$ cat src/usbn_pkg.sv
// usbn_pkg: shared constants and types of the bus-state negotiator
package usbn_pkg;
    // ------------------------------------------------------------
    // clock and timing
    // ------------------------------------------------------------
    localparam int CLK_HZ       = 20_000_000;
    localparam int RESET_SE0_NS = 2500;
    localparam int SUSPEND_US   = 3000;
    localparam int WAKE_MAX_US  = 15000;
    localparam int WAKE_HOLD_US = 2000;
    localparam int IDLE_MIN_US  = 5000;
    localparam int ATTACH_US    = 100_000;
    localparam int RESET_CYC    = (RESET_SE0_NS * (CLK_HZ / 1_000_000) + 999) / 1000;
    localparam int SUSPEND_CYC  = SUSPEND_US * (CLK_HZ / 1_000_000) + 1;
    localparam int WAKE_MAX_CYC = WAKE_MAX_US * (CLK_HZ / 1_000_000);
    localparam int WAKE_CYC     = WAKE_HOLD_US * (CLK_HZ / 1_000_000);
    localparam int IDLE_CYC     = IDLE_MIN_US * (CLK_HZ / 1_000_000);
    localparam int ATTACH_CYC   = ATTACH_US * (CLK_HZ / 1_000_000) + 1;
    localparam int CNT_W        = 24;

    // ------------------------------------------------------------
    // line state, operating mode, flag positions
    // ------------------------------------------------------------
    localparam logic [1:0] LS_SE0 = 2'h0;
    localparam logic [1:0] LS_J   = 2'h1;
    localparam logic [1:0] LS_K   = 2'h2;
    localparam logic [1:0] LS_NONE = 2'h3;
    localparam logic [1:0] OPMODE_NORMAL = 2'h0;
    localparam logic [1:0] OPMODE_RAW    = 2'h2;
    localparam int FLAG_RESET    = 0;
    localparam int FLAG_SUSPEND  = 1;
    localparam int FLAG_NON_IDLE = 2;
    localparam int FLAG_IDLE     = 3;
    localparam logic [3:0] FLAGS_RST = 4'h0;

    typedef enum logic [1:0] {
        NEG_DISABLE    = 2'b00,
        NEG_NORMAL     = 2'b01,
        NEG_IN_SUSPEND = 2'b10,
        NEG_CHECK      = 2'b11
    } usbn_neg_type;

    typedef enum logic [2:0] {
        SW_DETACHED = 3'b000,
        SW_SETTLE   = 3'b001,
        SW_WAIT_J   = 3'b010,
        SW_RUN      = 3'b011,
        SW_WAKE     = 3'b100
    } usbn_sw_type;
endpackage

$ cat src/usbn_link_if.sv
// usbn_link_if: control/status bundle between negotiator and its software/host side
`timescale 1ns/1ps
interface usbn_link_if;
    logic [1:0] line_state;
    logic       auto_negotiation_enable;
    logic       bedd_set;
    logic       bedd_clr;
    logic       non_idle_detect_clr;
    logic       wakeup;
    logic       idle_detect_enable;
    logic       controller_enable;
    logic       opmode_wr;
    logic [1:0] opmode_val;
    logic       snooze_set;
    logic       controller_soft_reset;
    logic       vbus_detected;
    logic       usb_clock_enable;
    logic [3:0] irq_enable;
    logic       engine_master_irq_enable;
    logic [3:0] flag_clr;
    logic [3:0] flags;
    logic       bus_event_detect_disable;
    logic       non_idle_detect_enable;
    logic       snooze_control;
    logic [1:0] operating_mode_field;
    logic       drive_k;
    logic       irq;
    logic [1:0] neg_state;

    modport dev (
        input  line_state, auto_negotiation_enable, bedd_set, bedd_clr, non_idle_detect_clr, wakeup,
               idle_detect_enable, controller_enable, opmode_wr, opmode_val, snooze_set,
               controller_soft_reset, vbus_detected, usb_clock_enable, irq_enable,
               engine_master_irq_enable, flag_clr,
        output flags, bus_event_detect_disable, non_idle_detect_enable, snooze_control,
               operating_mode_field, drive_k, irq, neg_state
    );
    modport sw (
        output line_state, auto_negotiation_enable, bedd_set, bedd_clr, non_idle_detect_clr, wakeup,
               idle_detect_enable, controller_enable, opmode_wr, opmode_val, snooze_set,
               controller_soft_reset, vbus_detected, usb_clock_enable, irq_enable,
               engine_master_irq_enable, flag_clr,
        input  flags, bus_event_detect_disable, non_idle_detect_enable, snooze_control,
               operating_mode_field, drive_k, irq, neg_state
    );
endinterface

$ cat src/usbn_negotiator.sv
// usbn_negotiator: device end, bus-state detection and auto-negotiation
`timescale 1ns/1ps
module usbn_negotiator #(
    parameter int SUSPEND_CYC  = usbn_pkg::SUSPEND_CYC,
    parameter int WAKE_MAX_CYC = usbn_pkg::WAKE_MAX_CYC
) (
    // clock and reset
    input  wire logic clk_i,
    input  wire logic sys_rst_i,
    // link to software/host side
    usbn_link_if.dev  lnk,
    // user side status
    output logic      suspended_o,
    output logic      resume_seen_o
);

    // ------------------------------------------------------------
    // state
    // ------------------------------------------------------------
    typedef struct packed {
        usbn_pkg::usbn_neg_type        neg;
        logic [1:0]                    ls_prev;
        logic [usbn_pkg::CNT_W-1:0]    run_cnt;
        logic [usbn_pkg::CNT_W-1:0]    wake_cnt;
        logic                          auto_prev;
        logic                          en_prev;
        logic                          seen_k;
        logic [3:0]                    flags;
        logic                          bedd;
        logic                          nidet;
        logic                          snooze;
        logic [1:0]                    opmode;
        logic                          drive_k;
        logic                          irq;
        logic                          suspended;
        logic                          resume_seen;
    } usbn_dev_type;

    usbn_dev_type st_q;
    usbn_dev_type st_d;

    logic [3:0] set_v;

    always_comb
    begin
        st_d = st_q;
        set_v = 4'h0;
        st_d.ls_prev = lnk.line_state;
        st_d.auto_prev = lnk.auto_negotiation_enable;
        st_d.en_prev = lnk.controller_enable;
        st_d.resume_seen = 1'b0;

        // run-length of the current line state; saturates so each event fires once
        if (lnk.line_state != st_q.ls_prev)
        begin
            st_d.run_cnt = '0;
        end
        else if (st_q.run_cnt != {usbn_pkg::CNT_W{1'b1}})
        begin
            st_d.run_cnt = st_q.run_cnt + 1'b1;
        end

        // ------------------------------------------------------------
        // detection disable bit
        // ------------------------------------------------------------
        if (lnk.bedd_set)
        begin
            st_d.bedd = 1'b1;
        end
        if (lnk.bedd_clr)
        begin
            st_d.bedd = 1'b0;
        end
        if (lnk.controller_enable && !st_q.en_prev)
        begin
            st_d.bedd = 1'b1;
        end
        if (lnk.auto_negotiation_enable && !st_q.auto_prev)
        begin
            st_d.bedd = 1'b0;
        end

        // ------------------------------------------------------------
        // timed bus events
        // ------------------------------------------------------------
        if (!st_q.bedd && lnk.controller_enable && lnk.line_state == usbn_pkg::LS_SE0
            && st_q.ls_prev == usbn_pkg::LS_SE0
            && st_q.run_cnt == usbn_pkg::CNT_W'(usbn_pkg::RESET_CYC - 2))
        begin
            set_v[usbn_pkg::FLAG_RESET] = 1'b1;
        end
        if (!st_q.bedd && lnk.line_state == usbn_pkg::LS_J && st_q.ls_prev == usbn_pkg::LS_J
            && st_q.run_cnt == usbn_pkg::CNT_W'(SUSPEND_CYC - 2))
        begin
            set_v[usbn_pkg::FLAG_SUSPEND] = 1'b1;
        end

        // ------------------------------------------------------------
        // negotiation state machine
        // ------------------------------------------------------------
        case (st_q.neg)
            usbn_pkg::NEG_DISABLE:
            begin
                if (lnk.auto_negotiation_enable)
                begin
                    st_d.neg = usbn_pkg::NEG_NORMAL;
                end
            end
            usbn_pkg::NEG_NORMAL:
            begin
                if (set_v[usbn_pkg::FLAG_SUSPEND])
                begin
                    st_d.neg = usbn_pkg::NEG_IN_SUSPEND;
                    st_d.nidet = 1'b1;
                    st_d.suspended = 1'b1;
                end
            end
            usbn_pkg::NEG_IN_SUSPEND:
            begin
                if (st_q.flags[usbn_pkg::FLAG_NON_IDLE] && !st_q.nidet)
                begin
                    st_d.neg = usbn_pkg::NEG_CHECK;
                end
            end
            usbn_pkg::NEG_CHECK:
            begin
                if (lnk.line_state == usbn_pkg::LS_K)
                begin
                    st_d.neg = usbn_pkg::NEG_NORMAL;
                    st_d.resume_seen = 1'b1;
                    st_d.suspended = 1'b0;
                end
                else if (lnk.line_state == usbn_pkg::LS_SE0)
                begin
                    st_d.neg = usbn_pkg::NEG_NORMAL;
                    set_v[usbn_pkg::FLAG_RESET] = 1'b1;
                    st_d.suspended = 1'b0;
                end
            end
            default:
            begin
                st_d.neg = usbn_pkg::NEG_DISABLE;
            end
        endcase
        if (!lnk.auto_negotiation_enable)
        begin
            st_d.neg = usbn_pkg::NEG_DISABLE;
            st_d.suspended = 1'b0;
        end

        // ------------------------------------------------------------
        // non-idle detection and snooze release
        // ------------------------------------------------------------
        if (lnk.non_idle_detect_clr)
        begin
            st_d.nidet = 1'b0;
        end
        if (st_q.nidet && lnk.line_state != usbn_pkg::LS_J)
        begin
            set_v[usbn_pkg::FLAG_NON_IDLE] = 1'b1;
        end
        if (lnk.snooze_set)
        begin
            st_d.snooze = 1'b1;
        end
        if ((st_q.snooze || st_q.neg == usbn_pkg::NEG_IN_SUSPEND) && lnk.line_state == usbn_pkg::LS_K)
        begin
            st_d.snooze = 1'b0;
            set_v[usbn_pkg::FLAG_NON_IDLE] = 1'b1;
        end

        // ------------------------------------------------------------
        // remote wake-up: K driven while the bit stands, cut at the 15 ms ceiling
        // ------------------------------------------------------------
        if (lnk.opmode_wr)
        begin
            st_d.opmode = lnk.opmode_val;
        end
        if (lnk.wakeup)
        begin
            st_d.opmode = usbn_pkg::OPMODE_RAW;
            if (st_q.wake_cnt != usbn_pkg::CNT_W'(WAKE_MAX_CYC))
            begin
                st_d.wake_cnt = st_q.wake_cnt + 1'b1;
            end
            st_d.drive_k = (st_d.wake_cnt != usbn_pkg::CNT_W'(WAKE_MAX_CYC));
        end
        else
        begin
            st_d.wake_cnt = '0;
            st_d.drive_k = 1'b0;
        end

        // end of host resume: J after K (an EOP SE0 may stand between)
        if (!lnk.idle_detect_enable)
        begin
            st_d.seen_k = 1'b0;
        end
        else if (lnk.line_state == usbn_pkg::LS_K)
        begin
            st_d.seen_k = 1'b1;
        end
        else if (st_q.seen_k && lnk.line_state == usbn_pkg::LS_J)
        begin
            st_d.seen_k = 1'b0;
            set_v[usbn_pkg::FLAG_IDLE] = 1'b1;
        end

        // set wins over a clear in the same cycle
        st_d.flags = (st_q.flags & ~lnk.flag_clr) | set_v;
        st_d.irq = lnk.engine_master_irq_enable && |(st_d.flags & lnk.irq_enable);
    end

    always_ff @(posedge clk_i)
    begin
        if (sys_rst_i || lnk.controller_soft_reset)
        begin
            // line marked unseen, so the first sampled state after reset starts a full-length run
            st_q <= '{neg: usbn_pkg::NEG_DISABLE, ls_prev: usbn_pkg::LS_NONE, flags: usbn_pkg::FLAGS_RST,
                      opmode: usbn_pkg::OPMODE_NORMAL, default: '0};
        end
        else
        begin
            st_q <= st_d;
        end
    end

    // ------------------------------------------------------------
    // outputs
    // ------------------------------------------------------------
    assign lnk.flags                    = st_q.flags;
    assign lnk.bus_event_detect_disable = st_q.bedd;
    assign lnk.non_idle_detect_enable   = st_q.nidet;
    assign lnk.snooze_control           = st_q.snooze;
    assign lnk.operating_mode_field     = st_q.opmode;
    assign lnk.drive_k                  = st_q.drive_k;
    assign lnk.irq                      = st_q.irq;
    assign lnk.neg_state                = st_q.neg;
    assign suspended_o                  = st_q.suspended;
    assign resume_seen_o                = st_q.resume_seen;

endmodule

$ cat src/flat_wrapper.sv
// flat-port wrapper written by rule: the top's interface ports become plain ports
module usbn_negotiator_flat 
#(
    parameter int SUSPEND_CYC  = usbn_pkg::SUSPEND_CYC,
    parameter int WAKE_MAX_CYC = usbn_pkg::WAKE_MAX_CYC
)
  (clk_i, sys_rst_i, suspended_o, resume_seen_o, lnk_line_state, lnk_auto_negotiation_enable, lnk_bedd_set, lnk_bedd_clr, lnk_non_idle_detect_clr, lnk_wakeup, lnk_idle_detect_enable, lnk_controller_enable, lnk_opmode_wr, lnk_opmode_val, lnk_snooze_set, lnk_controller_soft_reset, lnk_vbus_detected, lnk_usb_clock_enable, lnk_irq_enable, lnk_engine_master_irq_enable, lnk_flag_clr, lnk_flags, lnk_bus_event_detect_disable, lnk_non_idle_detect_enable, lnk_snooze_control, lnk_operating_mode_field, lnk_drive_k, lnk_irq, lnk_neg_state);
  usbn_link_if lnk_i ();
  input  wire logic clk_i;
  input  wire logic sys_rst_i;
  output logic suspended_o;
  output logic resume_seen_o;
  input wire logic [$bits(lnk_i.line_state)-1:0] lnk_line_state;
  input wire logic [$bits(lnk_i.auto_negotiation_enable)-1:0] lnk_auto_negotiation_enable;
  input wire logic [$bits(lnk_i.bedd_set)-1:0] lnk_bedd_set;
  input wire logic [$bits(lnk_i.bedd_clr)-1:0] lnk_bedd_clr;
  input wire logic [$bits(lnk_i.non_idle_detect_clr)-1:0] lnk_non_idle_detect_clr;
  input wire logic [$bits(lnk_i.wakeup)-1:0] lnk_wakeup;
  input wire logic [$bits(lnk_i.idle_detect_enable)-1:0] lnk_idle_detect_enable;
  input wire logic [$bits(lnk_i.controller_enable)-1:0] lnk_controller_enable;
  input wire logic [$bits(lnk_i.opmode_wr)-1:0] lnk_opmode_wr;
  input wire logic [$bits(lnk_i.opmode_val)-1:0] lnk_opmode_val;
  input wire logic [$bits(lnk_i.snooze_set)-1:0] lnk_snooze_set;
  input wire logic [$bits(lnk_i.controller_soft_reset)-1:0] lnk_controller_soft_reset;
  input wire logic [$bits(lnk_i.vbus_detected)-1:0] lnk_vbus_detected;
  input wire logic [$bits(lnk_i.usb_clock_enable)-1:0] lnk_usb_clock_enable;
  input wire logic [$bits(lnk_i.irq_enable)-1:0] lnk_irq_enable;
  input wire logic [$bits(lnk_i.engine_master_irq_enable)-1:0] lnk_engine_master_irq_enable;
  input wire logic [$bits(lnk_i.flag_clr)-1:0] lnk_flag_clr;
  output wire logic [$bits(lnk_i.flags)-1:0] lnk_flags;
  output wire logic [$bits(lnk_i.bus_event_detect_disable)-1:0] lnk_bus_event_detect_disable;
  output wire logic [$bits(lnk_i.non_idle_detect_enable)-1:0] lnk_non_idle_detect_enable;
  output wire logic [$bits(lnk_i.snooze_control)-1:0] lnk_snooze_control;
  output wire logic [$bits(lnk_i.operating_mode_field)-1:0] lnk_operating_mode_field;
  output wire logic [$bits(lnk_i.drive_k)-1:0] lnk_drive_k;
  output wire logic [$bits(lnk_i.irq)-1:0] lnk_irq;
  output wire logic [$bits(lnk_i.neg_state)-1:0] lnk_neg_state;
  assign lnk_i.line_state = lnk_line_state;
  assign lnk_i.auto_negotiation_enable = lnk_auto_negotiation_enable;
  assign lnk_i.bedd_set = lnk_bedd_set;
  assign lnk_i.bedd_clr = lnk_bedd_clr;
  assign lnk_i.non_idle_detect_clr = lnk_non_idle_detect_clr;
  assign lnk_i.wakeup = lnk_wakeup;
  assign lnk_i.idle_detect_enable = lnk_idle_detect_enable;
  assign lnk_i.controller_enable = lnk_controller_enable;
  assign lnk_i.opmode_wr = lnk_opmode_wr;
  assign lnk_i.opmode_val = lnk_opmode_val;
  assign lnk_i.snooze_set = lnk_snooze_set;
  assign lnk_i.controller_soft_reset = lnk_controller_soft_reset;
  assign lnk_i.vbus_detected = lnk_vbus_detected;
  assign lnk_i.usb_clock_enable = lnk_usb_clock_enable;
  assign lnk_i.irq_enable = lnk_irq_enable;
  assign lnk_i.engine_master_irq_enable = lnk_engine_master_irq_enable;
  assign lnk_i.flag_clr = lnk_flag_clr;
  assign lnk_flags = lnk_i.flags;
  assign lnk_bus_event_detect_disable = lnk_i.bus_event_detect_disable;
  assign lnk_non_idle_detect_enable = lnk_i.non_idle_detect_enable;
  assign lnk_snooze_control = lnk_i.snooze_control;
  assign lnk_operating_mode_field = lnk_i.operating_mode_field;
  assign lnk_drive_k = lnk_i.drive_k;
  assign lnk_irq = lnk_i.irq;
  assign lnk_neg_state = lnk_i.neg_state;
  usbn_negotiator #(.SUSPEND_CYC(SUSPEND_CYC), .WAKE_MAX_CYC(WAKE_MAX_CYC)) u_core (.clk_i(clk_i), .sys_rst_i(sys_rst_i), .lnk(lnk_i), .suspended_o(suspended_o), .resume_seen_o(resume_seen_o));
endmodule
$ cat config.mk
export PLATFORM = sky130hd
export DESIGN_NAME = usbn_negotiator_flat
export DESIGN_NICKNAME = d
export VERILOG_FILES = /design/src/usbn_pkg.sv /design/src/usbn_link_if.sv /design/src/usbn_negotiator.sv /design/src/flat_wrapper.sv
export SDC_FILE = /design/constraint.sdc
export NUM_CORES = 1
export LEC_CHECK = 0
export ABC_AREA = 0
export BUFFER_PORTS_ARGS = -buffer_cell sky130_fd_sc_hd__buf_4
export CORE_MARGIN = 2
export CORE_UTILIZATION = 50
export CTS_BUF_LIST = sky130_fd_sc_hd__clkbuf_8 sky130_fd_sc_hd__clkbuf_16
export DETAILED_ROUTE_END_ITERATION = 8
export PLACE_DENSITY_LB_ADDON = 0.1
export SYNTH_ARGS = -nofsm -noshare
export SYNTH_HDL_FRONTEND = slang
export SYNTH_SLANG_ARGS = --single-unit
$ cat constraint.sdc
create_clock -name clk_i -period 2.6 [get_ports clk_i]
set_clock_uncertainty 0.05 [all_clocks]
set_input_delay 0.13 -clock clk_i [delete_from_list [all_inputs] [get_ports clk_i]]
set_output_delay 0.13 -clock clk_i [all_outputs]
set_load 0.03 [all_outputs]
### Word-level counts from Yosys, hierarchy flattened

Index checks and enable logic that the tools add are counted.

| storage, ports and cells | value |
|---|---|
| flip-flop bits (word level) | 68 |
| logic and storage cells | 112 |

| operators by class | value |
|---|---|
| add/subtract/negate cells | 2 |
| equal/unequal tests | 16 |
| multiplexer cells | 29 |
| bitwise operators | 8 |
| reduce and logical (&&, ||, !) cells | 40 |

Operators with widths:

| kind | count |
|---|---|
| $add A24 B1 Y24 const B | 2 |
| $mux W24 | 2 |
| $ne A24 B19 Y1 const B | 2 |
| $eq A24 B16 Y1 const B | 1 |
| $eq A24 B6 Y1 const B | 1 |
| $ne A24 B24 Y1 const B | 1 |
| $mux W1 | 19 |
| $reduce_or A2 Y1 | 9 |
| $logic_and A1 B1 Y1 | 14 |
| $mux W2 | 6 |
| $and A4 B4 Y4 | 2 |
| $pmux W2 S4 | 1 |
| $eq A2 B1 Y1 const B | 3 |
| $eq A2 B2 Y1 const B | 3 |
| $logic_not A2 Y1 | 3 |
| $ne A2 B1 Y1 const B | 3 |
| $reduce_and A3 Y1 | 2 |
| $reduce_bool A2 Y1 | 3 |
| $logic_not A1 Y1 | 4 |
| $not A1 Y1 | 4 |
| $not A4 Y4 | 1 |
| $or A4 B4 Y4 | 1 |
| $reduce_or A4 Y1 | 1 |
| $ne A3 B1 Y1 const B | 1 |
| 5 further kinds | 6 |

### Longest topological paths before layout

Gate-level depths: netlist (run 1).

| logic depth | value |
|---|---|
| word-level depth | 13 |
| gate-level depth with buffers | 8 |
| depth with buffers taken out | 8 |

### Worst setup path before layout (run 1)

Ideal clock, no wire load.

| path | value |
|---|---|
| kind | register to register |
| from | reg u_core.st_q[17] (netlist bit) |
| to | reg u_core.st_q, in the netlist u_core.lnk.drive_k |
| setup time | 0.074 ns |
| arrival time | 1.886 ns |
| required time | 2.476 ns |
| slack | 0.590 ns |
| stages on the path, launching flop included | 8 |
| buffers on the path | 0 |
| clock period less this slack | 2.010 ns |
| cells stage by stage | dfxtp_1 ha_1 and4_1 nand3_1 nor4_1 nor3_1 a31o_2 a31oi_1 |

| between the ends | value |
|---|---|
| longest elaborated chain between the ends | 4 |
| elaborated cells between the ends (all ways) | 5 |

Ends and longest elaborated chain:

| item | line | text |
|---|---|---|
| start: declaration | usbn_negotiator.sv:39 | `usbn_dev_type st_q;` |
| start signal: assignment | usbn_negotiator.sv:219 | `st_q <= '{neg: usbn_pkg::NEG_DISABLE, ls_prev: usbn_pkg::LS_NONE, flags: usbn_pkg::FLAGS_RST,` |
| start signal: assignment | usbn_negotiator.sv:224 | `st_q <= st_d;` |
| $add A24 B1 Y24 or $ne A24 B19 Y1 (tied branches) | usbn_negotiator.sv:184, usbn_negotiator.sv:182 |  |
| $mux W24 * | usbn_negotiator.sv:182 | `if (st_q.wake_cnt != usbn_pkg::CNT_W'(WAKE_MAX_CYC))` |
| $mux W24 * | usbn_negotiator.sv:179 | `if (lnk.wakeup)` |
| $ne A24 B19 Y1 * | usbn_negotiator.sv:186 | `st_d.drive_k = (st_d.wake_cnt != usbn_pkg::CNT_W'(WAKE_MAX_CYC));` |

Mark *: on every way between the ends. The rest lies on a longest branch, timed or not. The select of a mux whose other input is x is not followed.
A chain may end at the register's enable or synchronous reset.

### Worst setup path in the final report (run 1)

Same ends and word-level chain as after synthesis.

==> results.sh, run 1 <==
export IMPL_outcome="finished clean"
export IMPL_port_buffers=39
export IMPL_insertion_delay_ns=0.34
export IMPL_crit_path_start="u_core.st_q[17]"
export IMPL_vias_per_cell=5.44
export IMPL_cts_buffer_depth=2
export IMPL_diodes=0
export IMPL_dieArea_um2=7830
export IMPL_fmax_mhz=429
export IMPL_clkSinkCount=68
export IMPL_rr_endpoint="u_core.lnk.drive_k"
export IMPL_num_rows=30
export IMPL_synth_avg_cell_area_um2=8.46
export IMPL_antenna_found_initial=0
export IMPL_path_max_fanout=8
export IMPL_final_cell_mix="dfxtp_1, nor2_1, buf_4, nand2_1, xor2_1"
export IMPL_synth_edf_count=0
export IMPL_async_flop_share=0
export IMPL_grt_pass1_wl_um=13300
export IMPL_tightest_slew_ns=0.874
export IMPL_holdPathStages=3
export IMPL_yosys_most_used_dff="dfxtp_1"
export IMPL_powerDensity_nw_per_um2=481
export IMPL_peakVddDrop_mv=0.281
export IMPL_root_buffer="clkbuf_8"
export IMPL_drt_initial_drc_count=224
export IMPL_clk_pin_slew_ns=0.07
export IMPL_grt_pass1_vias=2834
export IMPL_vias=3084
export IMPL_reg2reg_slack_ns=0.27
export IMPL_drv_cap=0
export IMPL_ys_ff_latch=68
export IMPL_yosysUniqueCellTypes=56
export IMPL_synthCells=422
export IMPL_met3_length_um=483
export IMPL_criticalPathCategory="reg2reg"
export IMPL_synth_top_area_share=0.381
export IMPL_drtPass1Iterations=4
export IMPL_cts_setup_buffers=0
export IMPL_core_area_um2=6870
export IMPL_area_growth_pct=18.1
export IMPL_cts_tree="done"
export IMPL_wl_per_cell_um=13.8
export IMPL_fin_crit_ns=2.33
export IMPL_yosysWarnings=0
export IMPL_final_util=0.613
export IMPL_grt_usage=0.219
export IMPL_required_ns=2.74
export IMPL_hold_class="in2reg"
export IMPL_place_gp_congestion=0.901
export IMPL_wl_met1_um=3770
export IMPL_relSlewSlack=0.416
export IMPL_worstReg2RegStart="u_core.st_q[17]"
export IMPL_grt_ovfl_total=0
export IMPL_ys_seq_area_frac=0.381
export IMPL_die_h_um=88.5
export IMPL_cts_buffers_inserted=9
export IMPL_cp_start_kind="flip-flop"
export IMPL_routed_wl_um=7830
export IMPL_endpoint="u_core.lnk.drive_k"
export IMPL_hold_viol=0
export IMPL_netlist_area_um2=3570
export IMPL_nNetsFinal=503
export IMPL_drive_above_1_share=0.144
export IMPL_die_x_um=88.5
export IMPL_setup_viol=0
export IMPL_top_layer="met4"
export IMPL_synthTopCellsByArea="dfxtp_1, nor2_1, xor2_1, xnor2_1, nand3_1"
export IMPL_htree_levels=3
export IMPL_layout_commonest_cell="dfxtp_1"
export IMPL_start_util=0.520
export IMPL_finalCritPeriodShare=0.897
export IMPL_final_max_slew_viol_count=0
export IMPL_hpwl_um=5620
export IMPL_syn_nets=457
export IMPL_p_leak_nw=1.52
export IMPL_r2r_worst_path_cells=7
export IMPL_drtAntennaViolNets=0
export IMPL_pin_count=42
export IMPL_end_kind="flip-flop"
export IMPL_rsz0062_at_grt="false"
export IMPL_grt_max_degree=26
export IMPL_setup_tns_final_ns=0
export IMPL_drcViolationCount=0
export IMPL_yosys_area_top_type="dfxtp_1"
export IMPL_wl_met2_um=3500
export IMPL_p_total_mw=2.03
export IMPL_cp_arrival_ns=2.47
## registers in the layout, summed over array words and instances (netlist names)
signal	cells
u_core.lnk.flags	4
u_core.st_q	53
u_core.suspended_o	1
u_core.lnk.snooze_control	1
u_core.lnk.neg_state	2
u_core.lnk.non_idle_detect_enable	1
u_core.lnk.irq	1
u_core.lnk.bus_event_detect_disable	1
u_core.lnk.drive_k	1
u_core.lnk.operating_mode_field	2
u_core.resume_seen_o	1
## cells in the mapped netlist, types with 2 or more instances
cell type  number
o31a_1          2
nor2b_1         3
nor4_1         13
a41oi_1         2
a21oi_1        17
or2_0           2
dfxtp_1        68
or3_1           3
and3_1         13
nor2_1         65
nand3_1        22
nand2_1        28
a2111oi_0       3
buf_4           9
xnor2_1        21
a221oi_1        2
xor2_1         24
buf_2           4
nor3_1          6
nand2b_1        7
a2bb2oi_1       2
o211ai_1        2
o21ai_0         5
mux2i_1         4
a31oi_1         2
inv_1          22
nor4_4          3
and4_1          5
or2_2           2
ha_1            8
nand4_1        16
and2_1          8
clkbuf_1        6
## final cells by class
cell class | instances | area, um^2
clock buffers | 11 | 151
clock inverters | 3 | 38.8
fillers | 607 | 2660
inverters | 22 | 82.6
multi-input cells | 313 | 2020
flip-flops and latches | 68 | 1360
well taps | 96 | 120
repair buffers | 54 | 438
## worst min-delay path by stage
stage                                  startpoint                             endpoint  slack [ns]
after global placement    lnk_non_idle_detect_clr    u_core.lnk.non_idle_detect_enable        0.25
after global routing              lnk_flag_clr[3]                  u_core.lnk.flags[3]        0.01
after CTS                       lnk_opmode_val[0]   u_core.lnk.operating_mode_field[0]        0.01
after floorplan           lnk_non_idle_detect_clr    u_core.lnk.non_idle_detect_enable        0.16
after detailed placement  lnk_non_idle_detect_clr    u_core.lnk.non_idle_detect_enable        0.25
final                                lnk_bedd_clr  u_core.lnk.bus_event_detect_disable        0.03
## worst max-delay path, stage by stage (launching register included)
cell,delay [ns]
dfxtp_1,0.46
ha_1,0.30
and4_1,0.33
nand3_1,0.25
nor4_1,0.33
o2111ai_1,0.15
nor4_1,0.19
a31oi_1,0.12
## kinds of logic (layout without fill, tap and decap cells)
group / Yosys count / in the layout / synth area share
buffers and inverters: 41 / 90 / 0.0540
AOI/OAI and AO/OA: 51 / 51 / 0.104
DFF: 68 / 68 / 0.381
muxes: 4 / 4 / 0.0112
and+or+nand+nor: 205 / 205 / 0.311
adders and majority gates: 8 / 8 / 0.0280
xor gates and xnor gates: 45 / 45 / 0.110
## power breakdown
group | leakage (nW) | switching [mW] | total [mW] | internal, mW
clock network | 0.102 | 0.378 | 0.858 | 0.480
registers | 0.549 | 0.00742 | 1.06 | 1.05
logic | 0.872 | 0.0513 | 0.110 | 0.0591
total | 1.52 | 0.437 | 2.03 | 1.59
## metrics by stage
stage / worst slack, ns / cell area, um^2 / std cells / hold slack [ns]
floorplan: 0.590 / 3570 / 422 / 0.159
global placement: 0.326 / 3890 / 540 / 0.246
detailed placement: 0.235 / 3890 / 540 / 0.248
CTS: 0.220 / 4210 / 567 / 0.00993
global route: 0.0143 / 4210 / 567 / 0.0142
finish: 0.268 / 4210 / 567 / 0.0276
## layer usage
| layer | vias up | track usage |
|---|---|---|
| li1 | 1564 | - |
| met3 | 6 | 0.0793 |
| met4 | 0 | 0.0510 |
| met5 | - | 0 |
| met1 | 1441 | 0.301 |
| met2 | 73 | 0.330 |
## what timing repair did
action | 4_1_cts | 5_1_grt
hold buffers | 13 | 0
gates resized for setup | 0 | 1
endpoints found under the setup margin | 0 | 1
endpoints found under the hold margin | 10 | 0
Power figures use the tool's default switching activity.
==> run 2, diff against run 1 <==
Settings changed: CORE_ASPECT_RATIO set to 1.75, CORE_UTILIZATION 50 to 45, SKIP_CTS_REPAIR_TIMING set to 1.
==> run 2 against run 1 <==
  * The flow now finishes with violations (hold timing)
  * Routed wire length rose by 10%
  * Cell area rose by 2.4%
  * Count of clock-buffer cells in the layout did not move
  * Power rose by 18%
  * Flip-flop and latch count did not move
  * Final cell count fell by 0.71%
  * Maximum frequency barely moved
  * Utilization fell by 6.0 points
  * Register-to-register slack barely moved
  * Combinational power barely moved
==> results.sh, run 2 (synthesis gave the netlist of run 1 again) <==
export IMPL_num_rows=43
export IMPL_multi_input_area_um2=2030
export IMPL_drcViolationCount=0
export IMPL_violations="hold timing"
export IMPL_clk_pin_slew_ns=0.05
export IMPL_place_gp_congestion=0.895
export IMPL_die_x_um=71.3
export IMPL_top_register="u_core.st_q"
export IMPL_powerDensity_nw_per_um2=554
export IMPL_drtAntennaViolNets=0
export IMPL_pin_count=42
export IMPL_start_util=0.458
export IMPL_largest_reg_flops=53
export IMPL_drv_cap=0
export IMPL_setup_slack_ns=0.269
export IMPL_diodes=0
export IMPL_drt_initial_drc_count=112
export IMPL_peakVddDrop_mv=0.431
export IMPL_cts_buffer_depth=2
export IMPL_holdWs_ns=-0.00683
export IMPL_fin_crit_ns=2.33
export IMPL_wl_per_cell_um=15.3
export IMPL_drtPass1Iterations=5
export IMPL_antenna_found_initial=0
export IMPL_clkSinkCount=68
export IMPL_die_h_um=122
export IMPL_switchingPower_mw=0.499
export IMPL_final_util=0.553
export IMPL_drive_above_1_share=0.159
export IMPL_clockPowerShare=0.513
export IMPL_final_cell_mix="dfxtp_1, nor2_1, buf_4, nand2_1, xor2_1"
export IMPL_criticalPathCategory="reg2reg"
export IMPL_pwr_share_comb=0.045
export IMPL_setup_tns_final_ns=0
export IMPL_tightest_slew_ns=0.586
export IMPL_p_leak_nw=1.58
export IMPL_dp_slack_ns=0.218
export IMPL_final_fill_count=723
export IMPL_port_buffers=39
export IMPL_finalCritPeriodShare=0.896
export IMPL_p_int_mw=1.89
export IMPL_ff_latch_area_um2=1360
export IMPL_cts_tree="done"
export IMPL_outcome="finished, violations left"
export IMPL_grt_usage=0.206
export IMPL_vias=3087
export IMPL_cp_start_kind="flip-flop"
export IMPL_rsz0062_at_grt="false"
export IMPL_place_area_um2=3910
export IMPL_fmax_mhz=429
export IMPL_grt_ovfl_total=0
export IMPL_cp_arrival_ns=2.48
export IMPL_grt_pass1_wl_um=13800
export IMPL_swShare=0.208
export IMPL_final_area_um2=4320
export IMPL_pwr_share_seq=0.442
export IMPL_final_max_slew_viol_count=0
export IMPL_htree_levels=3
export IMPL_hpwl_um=6530
export IMPL_relSlewSlack=0.599
export IMPL_grt_max_degree=25
export IMPL_core_area_um2=7800
export IMPL_hold_class="in2reg"
export IMPL_nNetsFinal=503
export IMPL_p_total_mw=2.39
export IMPL_path_max_fanout=8
export IMPL_grt_pass1_vias=2977
export IMPL_hold_viol=1
export IMPL_required_ns=2.75
export IMPL_end_kind="flip-flop"
export IMPL_layout_commonest_cell="dfxtp_1"
export IMPL_vias_per_cell=5.48
export IMPL_cts_buffers_inserted=9
export IMPL_root_buffer="clkbuf_16"
export IMPL_area_growth_pct=20.9
export IMPL_dieArea_um2=8690
export IMPL_setup_viol=0
export IMPL_routed_wl_um=8620
export IMPL_insertion_delay_ns=0.33
run 2: cell count changes in the layout (fill, tap and decap cells not counted):
| cell | delta |
|---|---|
| clkbuf_16 | +9 |
| clkbuf_8 | -9 |
| buf_4 | +4 |
| dlygate4sd3_1 | -4 |
| clkinv_2 | +1 |
| clkinvlp_4 | +1 |
| nor4_1 | -1 |
| nor4_2 | +1 |
run 2: per-layer routing:
metal | global-route usage | wire length (um)
met4 | 0.137 | 372
met5 | 0 | 0
met1 | 0.199 | 3230
met2 | 0.378 | 4810
met3 | 0.0488 | 208
run 2: final cells by class:
type	instances	share of cell area
sequential	68	0.315
clock inverter	5	0.0119
multi-input combinational	313	0.470
tap	90	0.0261
clock buffer	11	0.0586
inverter	22	0.0191
timing repair buffer	54	0.0991
run 2: path summary, 6_finish.rpt:
check | start | to | slack, ns | depth (start not counted)
hold / removal | lnk_opmode_val[1] | u_core.lnk.operating_mode_field[1] | -0.007 | 3
setup reg to reg | u_core.st_q[17] | u_core.lnk.drive_k | 0.27 | 7
hold reg to reg | u_core.st_q[15] | u_core.lnk.bus_event_detect_disable | 0.41 | 2
setup / recovery | u_core.st_q[17] | u_core.lnk.drive_k | 0.27 | 7
run 2: worst max-delay path: stages (launching register included):
cell and delay, ns:
dfxtp_1 0.45, ha_1 0.30, and4_1 0.35, nand3_1 0.27, nor4_2 0.25, o2111ai_1 0.13
nor4_1 0.26, a31oi_1 0.14
run 2: power groups by stage:
| stage | Combinational, mW | Clock (mW) | Sequential, mW |
|---|---|---|---|
| detailed placement | 0.0985 | 0 | 1.08 |
| CTS | 0.0988 | 1.26 | 1.06 |
| floorplan | 0.0460 | 0 | 1.08 |
| finish | 0.108 | 1.23 | 1.06 |
| global route | 0.119 | 1.30 | 1.06 |
| global placement | 0.0978 | 0 | 1.08 |
run 2: metrics by stage:
step	hold slack [ns]	cells
5_1_grt	0.00304	563
3_3_place_gp	0.247	538
2_1_floorplan	0.159	422
6_report	-0.00683	563
4_1_cts	-0.101	554
3_5_place_dp	0.250	538
